File: src/common/ord_defines.svh
`ifndef ORD_DEFINES_SVH
`define ORD_DEFINES_SVH
// Register addresses
`define ORD_ADDR_STATUS 8'h10
`define ORD_ADDR_CFG 8'h11
`define ORD_ADDR_DEBOUNCE 8'h12
`define ORD_ADDR_TILT 8'h13
`define ORD_ADDR_TRIP 8'h14
// Reset values
`define ORD_RST_DEBOUNCE 8'h00
`define ORD_RST_TILT 8'h84
`define ORD_RST_TRIP 8'h44
`define ORD_RST_CFG 8'h80
// Field positions
`define ORD_CFG_DBMODE 7
`define ORD_CFG_ENABLE 6
// Lock limit: 1.25 g in 14-bit counts at 4096 counts per g
`define ORD_LOCK_LIMIT 14'h1400
`endif

File: src/common/ord_pkg.sv
package ord_pkg;
    // Orientation codes as reported
    typedef enum logic [1:0] {
        ORD_PORTRAIT_UP = 2'h0,
        ORD_PORTRAIT_DOWN = 2'h1,
        ORD_LANDSCAPE_RIGHT = 2'h2,
        ORD_LANDSCAPE_LEFT = 2'h3
    } ord_orient_t;
    // Oversampling modes
    typedef enum logic [1:0] {
        ORD_MODE_NORMAL = 2'h0,
        ORD_MODE_LNLP = 2'h1,
        ORD_MODE_HIRES = 2'h2,
        ORD_MODE_LOWPWR = 2'h3
    } ord_mode_t;
endpackage

File: src/rtl/ord_detect.sv
`include "ord_defines.svh"
`timescale 1ns/1ps
`default_nettype none
module ord_detect
    import ord_pkg::*;
(
    input wire logic sys_clk,
    input wire logic rstn,
    input wire logic sample_tick,
    input wire logic signed [13:0] accel_x,
    input wire logic signed [13:0] accel_y,
    input wire logic signed [13:0] accel_z,
    input wire logic [2:0] odr_select,
    input wire logic [1:0] oversample_mode,
    input wire logic hybrid_mode,
    input wire logic device_active,
    input wire logic reg_wr,
    input wire logic reg_rd,
    input wire logic [7:0] reg_addr,
    input wire logic [7:0] reg_wdata,
    output logic [7:0] reg_rdata,
    output logic orientation_changed
);
    ////////////////////////////////////////////////////////////////
    // Registers
    logic [7:0] debounce_count_q; // Debounce target
    logic [7:0] tilt_angles_q; // Back/front and Z-lock
    logic [7:0] trip_q; // Threshold and hysteresis
    logic [7:0] cfg_q; // Mode and enable
    logic [2:0] odr_q; // Last ODR for change detect
    logic active_q; // Last active state
    logic hyb_q; // Hybrid second-sample skip
    logic [7:0] cnt_q; // Debounce counter
    logic [2:0] cand_q; // Candidate {orientation, back}
    logic changed_q; // Change flag
    logic tilt_tripped_q; // Z-tilt lockout state
    logic [1:0] orient_q; // Reported orientation
    logic back_q; // Reported back facing
    logic first_q; // First detection pending

    ////////////////////////////////////////////////////////////////
    // Register writes
    // writable debounce count, tilt angles, trip and config
    always_ff @(posedge sys_clk or negedge rstn) begin
        if (!rstn) begin
            debounce_count_q <= `ORD_RST_DEBOUNCE;
            // z-lock reset 4, back/front reset 0b10
            tilt_angles_q <= `ORD_RST_TILT;
            // threshold reset 8, hysteresis reset 4
            trip_q <= `ORD_RST_TRIP;
            cfg_q <= `ORD_RST_CFG;
        end else if (reg_wr) begin
            if (reg_addr == `ORD_ADDR_DEBOUNCE) begin
                debounce_count_q <= reg_wdata;
            end else if (reg_addr == `ORD_ADDR_TILT) begin
                tilt_angles_q <= {reg_wdata[7:6], 3'h0, reg_wdata[2:0]};
            end else if (reg_addr == `ORD_ADDR_TRIP) begin
                trip_q <= reg_wdata;
            end else if (reg_addr == `ORD_ADDR_CFG) begin
                cfg_q <= {reg_wdata[7:6], 6'h00};
            end
        end
    end

    ////////////////////////////////////////////////////////////////
    // Angle arithmetic on magnitudes
    logic [13:0] ax, ay, az, ahoriz;
    logic [21:0] tan_scaled, cot_scaled, z_lim, bf_lim;
    logic [4:0] trip_eff;
    logic lock_over, z_low, to_front, to_back;
    logic [1:0] pl_raw;

    // Z-lock tangent table, scaled by 64
    function automatic logic [7:0] zlock_tan(input logic [2:0] c);
        case (c)
            3'h0: zlock_tan = 8'h11;
            3'h1: zlock_tan = 8'h15;
            3'h2: zlock_tan = 8'h1a;
            3'h3: zlock_tan = 8'h1e;
            3'h4: zlock_tan = 8'h23;
            3'h5: zlock_tan = 8'h28;
            3'h6: zlock_tan = 8'h2e;
            default: zlock_tan = 8'h36;
        endcase
    endfunction

    // Back/front cotangent of 80/75/70/65 deg, scaled by 64
    function automatic logic [7:0] bf_tan(input logic [1:0] c);
        case (c)
            2'h0: bf_tan = 8'h0b;
            2'h1: bf_tan = 8'h11;
            2'h2: bf_tan = 8'h17;
            default: bf_tan = 8'h1e;
        endcase
    endfunction

    // Hysteresis offset added or removed from threshold code
    function automatic logic [4:0] hys_off(input logic [2:0] h);
        hys_off = {1'b0, h, 1'b0} - {2'h0, h[2:1], 1'b0} + {4'h0, h[2]};
    endfunction

    always_comb begin
        ax = accel_x[13] ? 14'(-accel_x) : accel_x;
        ay = accel_y[13] ? 14'(-accel_y) : accel_y;
        az = accel_z[13] ? 14'(-accel_z) : accel_z;
        ahoriz = (ax > ay) ? ax : ay;
        // lock when any axis above 1.25 g
        lock_over = (ax > `ORD_LOCK_LIMIT) || (ay > `ORD_LOCK_LIMIT) ||
                    (az > `ORD_LOCK_LIMIT);
        // tilt lockout if horizontal small vs Z
        z_lim = 22'(az) * 22'(zlock_tan(tilt_angles_q[2:0]));
        z_low = ({2'h0, ahoriz, 6'h00} < z_lim);
        // back/front windows from Z sign and angle
        bf_lim = 22'(ahoriz) * 22'(bf_tan(tilt_angles_q[7:6]));
        to_front = !accel_z[13] && ({2'h0, az, 6'h00} > bf_lim);
        to_back = accel_z[13] && ({2'h0, az, 6'h00} > bf_lim);
        // hysteresis narrows the current state's side
        trip_eff = (orient_q[1])
            ? 5'(trip_q[7:3] + hys_off(trip_q[2:0]))
            : 5'(trip_q[7:3] - hys_off(trip_q[2:0]));
        // threshold code scaled against |x| vs |y|
        tan_scaled = 22'(ay) * 22'(trip_eff);
        cot_scaled = {2'h0, ax, 6'h00} >> 2;
        if (cot_scaled > tan_scaled) begin
            pl_raw = accel_x[13] ? ORD_LANDSCAPE_LEFT : ORD_LANDSCAPE_RIGHT;
        end else begin
            // Y near -1 g is portrait up, near +1 g portrait down
            pl_raw = accel_y[13] ? ORD_PORTRAIT_UP : ORD_PORTRAIT_DOWN;
        end
    end

    ////////////////////////////////////////////////////////////////
    // Effective sample tick
    logic eval;
    // hybrid mode uses every second sample
    always_ff @(posedge sys_clk or negedge rstn) begin
        if (!rstn) begin
            hyb_q <= 1'b0;
        end else if (sample_tick) begin
            hyb_q <= hybrid_mode ? !hyb_q : 1'b0;
        end
    end
    assign eval = sample_tick && (!hybrid_mode || hyb_q) &&
                  cfg_q[`ORD_CFG_ENABLE] && device_active;

    ////////////////////////////////////////////////////////////////
    // Debounce and state commit
    logic [2:0] cand;
    logic new_state, restart;
    assign cand = {pl_raw, to_back ? 1'b1 : (to_front ? 1'b0 : back_q)};
    assign new_state = cand != {orient_q, back_q};
    // restart on ODR change or active toggle
    assign restart = (odr_select != odr_q) || (device_active != active_q);

    // Track ODR and activity
    always_ff @(posedge sys_clk or negedge rstn) begin
        if (!rstn) begin
            odr_q <= 3'h0;
            active_q <= 1'b0;
        end else begin
            odr_q <= odr_select;
            active_q <= device_active;
        end
    end

    // Debounce counter; step length follows the effective tick
    always_ff @(posedge sys_clk or negedge rstn) begin
        if (!rstn) begin
            cnt_q <= 8'h00;
            cand_q <= 3'h0;
        end else if (restart) begin
            cnt_q <= 8'h00;
        end else if (eval) begin
            if (lock_over || z_low || !(new_state || first_q)) begin
                // clear or decrement when condition lost
                if (cfg_q[`ORD_CFG_DBMODE] || cnt_q == 8'h00) begin
                    cnt_q <= 8'h00;
                end else begin
                    cnt_q <= cnt_q - 8'h01;
                end
            end else if (cand != cand_q) begin
                cand_q <= cand;
                cnt_q <= 8'h01;
            end else if (cnt_q < debounce_count_q) begin
                cnt_q <= cnt_q + 8'h01;
            end
        end
    end

    // Reported state
    always_ff @(posedge sys_clk or negedge rstn) begin
        if (!rstn) begin
            orient_q <= ORD_PORTRAIT_UP;
            back_q <= 1'b0;
            tilt_tripped_q <= 1'b0;
        end else if (eval && !restart && !lock_over) begin
            tilt_tripped_q <= z_low;
            if (!z_low && cand == cand_q && cnt_q >= debounce_count_q) begin
                orient_q <= cand[2:1];
                back_q <= cand[0];
            end
        end
    end

    ////////////////////////////////////////////////////////////////
    // Change flag
    logic commit_event;
    assign commit_event = eval && !restart && !lock_over &&
        ((z_low != tilt_tripped_q) ||
         (!z_low && cand == cand_q && cnt_q >= debounce_count_q &&
          (new_state || first_q)));
    always_ff @(posedge sys_clk or negedge rstn) begin
        if (!rstn) begin
            changed_q <= 1'b0;
            first_q <= 1'b1;
        end else begin
            if (device_active && !active_q) begin
                first_q <= 1'b1;
            end else if (commit_event) begin
                first_q <= 1'b0;
            end
            if (commit_event) begin
                changed_q <= 1'b1;
            end else if (reg_rd && reg_addr == `ORD_ADDR_STATUS) begin
                changed_q <= 1'b0;
            end
        end
    end

    ////////////////////////////////////////////////////////////////
    // Read data register
    always_ff @(posedge sys_clk or negedge rstn) begin
        if (!rstn) begin
            reg_rdata <= 8'h00;
        end else if (reg_rd) begin
            if (reg_addr == `ORD_ADDR_STATUS) begin
                reg_rdata <= {changed_q, tilt_tripped_q, 3'h0, orient_q,
                              back_q};
            end else if (reg_addr == `ORD_ADDR_CFG) begin
                reg_rdata <= cfg_q;
            end else if (reg_addr == `ORD_ADDR_DEBOUNCE) begin
                reg_rdata <= debounce_count_q;
            end else if (reg_addr == `ORD_ADDR_TILT) begin
                reg_rdata <= tilt_angles_q;
            end else if (reg_addr == `ORD_ADDR_TRIP) begin
                reg_rdata <= trip_q;
            end else begin
                reg_rdata <= 8'h00;
            end
        end
    end

    assign orientation_changed = changed_q;
    wire logic unused_ok = &{1'b0, oversample_mode};
endmodule
`default_nettype wire

File: config.mk
export PLATFORM = sky130hd
export DESIGN_NAME = ord_detect
export DESIGN_NICKNAME = d
export VERILOG_FILES = /design/src/common/ord_pkg.sv /design/src/rtl/ord_detect.sv
export VERILOG_INCLUDE_DIRS = /design/src /design/src/common
export SDC_FILE = /design/constraint.sdc
export NUM_CORES = 1
export LEC_CHECK = 0
export BUFFER_PORTS_ARGS = -buffer_cell sky130_fd_sc_hd__buf_4
export CORE_ASPECT_RATIO = 0.9
export CORE_MARGIN = 2
export CORE_UTILIZATION = 35
export CTS_CLUSTER_SIZE = 28
export DETAILED_ROUTE_END_ITERATION = 8
export GPL_TIMING_DRIVEN = 1
export PLACE_DENSITY_LB_ADDON = 0.12
export SLEW_MARGIN = 10
export SYNTH_ARGS = -nofsm -noshare
export SYNTH_HDL_FRONTEND = slang
export SYNTH_SLANG_ARGS = --single-unit
File: constraint.sdc
create_clock -name sys_clk -period 15.7 [get_ports sys_clk]
set_input_delay 2.355 -clock sys_clk [delete_from_list [all_inputs] [get_ports sys_clk]]
set_output_delay 2.355 -clock sys_clk [all_outputs]
set_load 0.03 [all_outputs]
* Yosys cells after proc, flatten, opt, wreduce, memory -nomap -nowiden
Index checks and enable logic that the tools add are counted.
** Operators by class
- Order comparisons :: 9
- Equal/unequal tests :: 19
- $add $sub $neg :: 9
- Multiply operators :: 3
- Bitwise logic cells :: 5
- Reduce and logical (&&, ||, !) cells :: 44
- Mux-type cells :: 28
** Operators with widths (count)
- 8-bit 2-to-1 mux :: 11
- 14-bit 2-to-1 mux :: 4
- 14-bit by 8-bit multiplier with 22-bit output :: 2
- 14-bit by 13-bit > comparator with 1-bit output, second input constant :: 3
- 14-bit negation :: 3
- 6-bit one-hot mux with 7 select lines :: 1
- 8-bit by 5-bit equality test with 1-bit output, second input constant :: 5
- 20-bit by 22-bit > comparator with 1-bit output :: 1
- 20-bit by 22-bit < comparator with 1-bit output :: 1
- 18-bit by 19-bit > comparator with 1-bit output :: 1
- 14-bit by 5-bit multiplier with 19-bit output :: 1
- 5-bit one-hot mux with 3 select lines :: 1
- 14-bit > comparator :: 1
- 1-bit logical AND :: 13
- 3-bit equality test, second input constant :: 3
- 1-bit logical OR :: 9
- 1-bit 2-to-1 mux :: 9
- 3-bit != test :: 3
- 8-bit by 1-bit adder with 8-bit output, second input constant :: 1
- 8-bit greater-or-equal comparator :: 1
- 1-bit zero test :: 8
- 8-bit zero test :: 1
- 8-bit < comparator :: 1
- 4-bit AND reduction :: 2
- 21 further kinds :: 31
** Storage, ports and cells
- Output and inout port bits :: 9
- Bits in registers :: 53
- Logic and storage cells :: 132

* Depth between registers and ports, before layout
- Depth in word-level cells :: 17
- Depth in mapped cells :: 48
- Mapped depth without buffers :: 45

* Worst setup path before layout
No wires, ideal clock.
- Kind :: input to register
- Start :: input accel_y[6]
- End :: register cand_q[0]
- Data arrival time :: 11.565 ns
- Setup time :: 0.125 ns
- Path buffers :: 1
- Setup slack :: 4.010 ns
- Stages on the path :: 40
- Required time :: 15.575 ns
- Path through :: nor4_1 > nand2_1 > o41ai_1 > xnor2_1 > inv_1 > ha_1 > nand3_1 > nor3b_1 > o21ai_1 > a21oi_1 > clkbuf_1 > a21oi_1 > or2_2 > fa_1 > fa_1 > fa_1 > inv_1 > ha_1 > (+4 left out) > o21bai_1 > a21oi_1 > o21bai_1 > a21oi_1 > o21ai_0 > a2111oi_0 > nor3_1 > ha_1 > nand4_1 > nor4_1 > o21ai_0 > a21oi_1 > o221ai_2 > o211a_2 > nor4_4 > and2_4 > and3b_1 > mux2_4
** Between the ends
- Cells in the longest elaborated chain, start to end :: 15
** RTL lines
- start, declared :: line ord_detect.sv:11 : input wire logic signed [13:0] accel_y,
- 14-bit negation :: line ord_detect.sv:104 : ay = accel_y[13] ? 14'(-accel_y) : accel_y;
- 14-bit 2-to-1 mux (*) :: line ord_detect.sv:104
- 14-bit > comparator :: line ord_detect.sv:106 : ahoriz = (ax > ay) ? ax : ay;
- 14-bit 2-to-1 mux :: line ord_detect.sv:106
- 14-bit by 8-bit multiplier with 22-bit output :: line ord_detect.sv:114 : bf_lim = 22'(ahoriz) * 22'(bf_tan(tilt_angles_q[7:6]));
- 20-bit by 22-bit > comparator with 1-bit output :: line ord_detect.sv:115, ord_detect.sv:116
- 1-bit logical AND :: line ord_detect.sv:115 : to_front = !accel_z[13] && ({2'h0, az, 6'h00} > bf_lim);
- 1-bit 2-to-1 mux (2 in series) :: line ord_detect.sv:150 : assign cand = {pl_raw, to_back ? 1'b1 : (to_front ? 1'b0 : back_q)};
- 3-bit != test :: line ord_detect.sv:151 : assign new_state = cand != {orient_q, back_q};
- 1-bit logical OR :: line ord_detect.sv:174 : if (lock_over || z_low || !(new_state || first_q)) begin
- 1-bit zero test :: line ord_detect.sv:174
- 1-bit logical OR :: line ord_detect.sv:174
- 1-bit inverter (no source line)
- 4-bit AND reduction (no source line)
- end signal, assigned :: line ord_detect.sv:182 : cand_q <= cand;
- end, declared :: line ord_detect.sv:34 : logic [2:0] cand_q;
Every way passes the cells marked *; elsewhere a longest branch is shown, timed or not.
A chain may end at the register's enable or synchronous reset.

* Worst setup path in the final report
- Start :: input accel_y[6]
- End :: register cnt_q[7]
** Between the ends
- Cells in the longest elaborated chain, start to end :: 16
** RTL lines
- 14-bit negation :: line ord_detect.sv:104
- 14-bit 2-to-1 mux (*) :: line ord_detect.sv:104
- 14-bit > comparator :: line ord_detect.sv:106
- 14-bit 2-to-1 mux :: line ord_detect.sv:106
- 14-bit by 8-bit multiplier with 22-bit output :: line ord_detect.sv:114
- 20-bit by 22-bit > comparator with 1-bit output :: line ord_detect.sv:115, ord_detect.sv:116
- 1-bit logical AND :: line ord_detect.sv:115
- 1-bit 2-to-1 mux (2 in series) :: line ord_detect.sv:150
- 3-bit != test :: line ord_detect.sv:151
- 1-bit logical OR :: line ord_detect.sv:174
- 1-bit zero test :: line ord_detect.sv:174
- 1-bit logical OR :: line ord_detect.sv:174
- 8-bit 2-to-1 mux :: line ord_detect.sv:174
- 8-bit 2-to-1 mux :: line ord_detect.sv:173 : end else if (eval) begin
- 8-bit 2-to-1 mux :: line ord_detect.sv:171 : end else if (restart) begin
- end signal, assigned :: line ord_detect.sv:179 : cnt_q <= cnt_q - 8'h01;
- end signal, assigned :: line ord_detect.sv:185 : cnt_q <= cnt_q + 8'h01;
- end, declared :: line ord_detect.sv:33 : logic [7:0] cnt_q;
Every way passes the cells marked *; elsewhere a longest branch is shown, timed or not. The select of a mux whose other input is x is not followed.

==> summary.md <==
| Metric | Value |
|---|---|
| Run status | finished clean |
| Post-DRT Antenna Nets | 0 |
| Seq/Total Area, Yosys | 10.6% |
| CP peak stage delay | 0.57 ns |
| Initial cell density of the core | 35.7% |
| Post-synthesis cell area | 12,600 µm² |
| TritonCTS Sinks | 53 |
| Critical Path AT | 13.69 ns |
| GPL Wtd Cong | 0.824 |
| Top cell type's share of synthesized area | 19.5% |
| Reg2Reg Depth | 38 |
| ANT cells | 0 |
| Slew at the pin closest to its max-slew limit | 0.983 ns |
| Drt via density | 5.18 |
| DRC Markers | 0 |
| Clock tree buffer depth | 2 |
| All-Layer GR Usage | 18.1% |
| Syn. warnings | 0 |
| Initial antenna violation count | 0 |
| Reg2reg setup slack | 5.45 ns |
| WL final | 32.8 mm |
| # nets final | 1,963 |
| Post-CTS Setup Inserts | 0 |
| # rows | 65 |
| Clock-pin transition on the worst setup and hold timing paths | 0.08 ns |
| CTS Root Cell | clkbuf_16 |
| Dpl cells | 2,062 |
| Crit path max-delay cell type | nor4_1 |
| # setup viols final | 0 |
| Synthesized net count | 1,903 |
| Hold slack | 0.508 ns |
| Final Cycle Share | 86.0% |
| Required @ worst endpoint | 15.89 ns |
| Post-synth ARST share | 100% |
| Post-detail-place hpwl | 27.8 mm |
| Startpoint Class | primary input |
| Final hold viol count | 0 |
| CP Max Fanout | 23 |
| Number of synthesized flops with an enable pin | 0 |
| Non-Filler Instances | 2,070 |
| Main synth FF type | dfrtp_1 |
| PortBufs | 76 |
| CTS buffer count | 5 |
| Cells after synthesis | 1,540 |
| Clk Latency, worst-skew pair | 0.30 ns |
| Largest net degree at the start of global routing | 54 |
| Vias | 10,700 |
| Share of cells above drive strength 1 | 10.3% |
| CP Capture Type | flip-flop |
| Die span in y | 184 µm |
| PwrDens | 113 nW/µm² |
| Rel. slew slack | 34.0% |
| Worst reg2reg startpoint | trip_q[2] |
| CP most frequent cell | a21oi_1 |
| Max Transition Viols Final | 0 |
| Global-route wire length before repair | 55.7 mm |
| DRT iter0 DRCs | 648 |
| Fin crit period | 13.50 ns |
| Hold path start | debounce_count_q[1] |
| H-tree depth | 2 |
| Clock skew | 0.0109 ns |
| Fillers | 3,672 |
| Fmax | 0.0741 GHz |
| Critical path type | in2reg |
| IO Count | 79 |
| Commonest cells after routing, fill and taps aside | 234 x inv_1, 186 x nand2_1, 170 x ha_1 |
| Worst hold endpoint | debounce_count_q[1] |
| CTS tree | built |
| Area contributors post-synth | fa_1 20%, ha_1 17%, dfrtp_1 9.3% |
| RSZ-0062 raised after global routing | false |
| Full die area | 37,600 µm² |
| Most common cell after layout, fill and taps aside | inv_1 |
| Avg WL per Cell | 15.9 µm |
| Hold Buf Count CTS | 0 |
| Post-Syn Area per Cell | 8.19 µm² |
| Setup TNS | 0 ns |
| Drt first pass iters | 5 |
| Core Footprint | 35,300 µm² |
| Netlist cell types | 86 |
| Die W | 204 µm |
| Leak | 6.99 nW |
| Number of global-route vias before repair | 10,700 |
| Remaining Overflow, GRT | 0 |
| WHS Path Cells | 1 |
| Post-cts resize count | 0 |
| Post-synthesis register bit count | 53 |
| P&R area growth vs syn | 10.1% |
| Hold Crit Class | reg2reg |
| Peak VDD IR | 0.0000761 V |
| RR Endpoint | cnt_q[7] |
| Synth area leader | fa_1 |
| Max-cap violation count | 0 |
==> per-stage QoR <==
stage	utilization, %	worst slack, ns	area, µm²	total power, mW
global placement	38.9	2.05	13700	1.44
floorplan	-	4.01	12600	1.17
CTS	39.4	2.18	13900	1.58
detailed placement	38.9	1.98	13700	1.46
global route	39.4	1.32	13900	1.80
finish	39.4	2.20	13900	1.57
==> flip-flops by register name (all words and copies together) (netlist names), 2 cells and up <==
register and flops:
reg_rdata 8, cnt_q 8, trip_q 8, tilt_angles_q 5, orient_q 2, odr_q 3, cfg_q 2, cand_q 3
debounce_count_q 8
==> worst max path at each step <==
stage                     slack, ns        from        end  cells after the start
after global routing           1.32  accel_y[6]   cnt_q[3]                     42
after floorplan                4.01  accel_y[6]  cand_q[0]                     40
after CTS                      2.18  accel_y[6]   cnt_q[7]                     41
after global placement         2.05  accel_y[6]   cnt_q[6]                     41
after detailed placement       1.98  accel_y[6]   cnt_q[7]                     41
final                          2.20  accel_y[6]   cnt_q[7]                     41
==> cells by family after synthesis <==
kind of cell,Yosys count,share of synthesized area (%)
compound gates,292,16.0
xor+xnor,85,5.90
fa+ha+maj,293,36.4
buf+inv,272,8.14
flops,53,10.6
mux,46,4.11
simple gates,499,18.9
==> cell type report <==
type | instances | area, µm² | area share, %
Clock buffer | 5 | 125 | 0.901
Inverter | 234 | 878 | 6.32
Clock inverter | 3 | 26.3 | 0.189
Timing Repair Buffer | 91 | 683 | 4.92
Sequential cell | 53 | 1330 | 9.60
Tap cell | 469 | 587 | 4.22
Multi-Input combinational cell | 1215 | 10300 | 73.8
==> where the power goes <==
part,switching [mW],internal [mW]
Combinational,0.746,0.561
Sequential,0.00509,0.142
Clock,0.0555,0.0604
Total,0.807,0.763
==> metal layers <==
metal  part of all wire, %  GRT usage [%]  vias up  wire length (µm)
met5                     0              0        -                 0
li1                      -              -     5336                 -
met4                  0.93           2.35        0               304
met1                    52           26.9     5204             17000
met2                    45           29.8      168             14800
met3                   2.3          0.866       16               751
==> critical path: cells and delay by family <==
family                     cells  cell delay [ns]
AOI/OAI and AO/OA             21             5.01
xor gates and xnor gates       1             0.40
adders and majority gates      6             2.52
buffers and inverters          4             0.74
muxes                          1             0.53
and+or+nand+nor                8             2.07
==> Yosys cell counts, drive strengths merged (24+ instances only) <==
library cell and number:
clkbuf 34, xnor2 57, dfrtp 47, ha 170
fa 123, nor2 125, o21ai 57, a21o 24
nand2b 30, nand2 187, inv 234, xor2 28
a21oi 69, mux2 37
No activity file was read; power rests on OpenSTA's default activity.
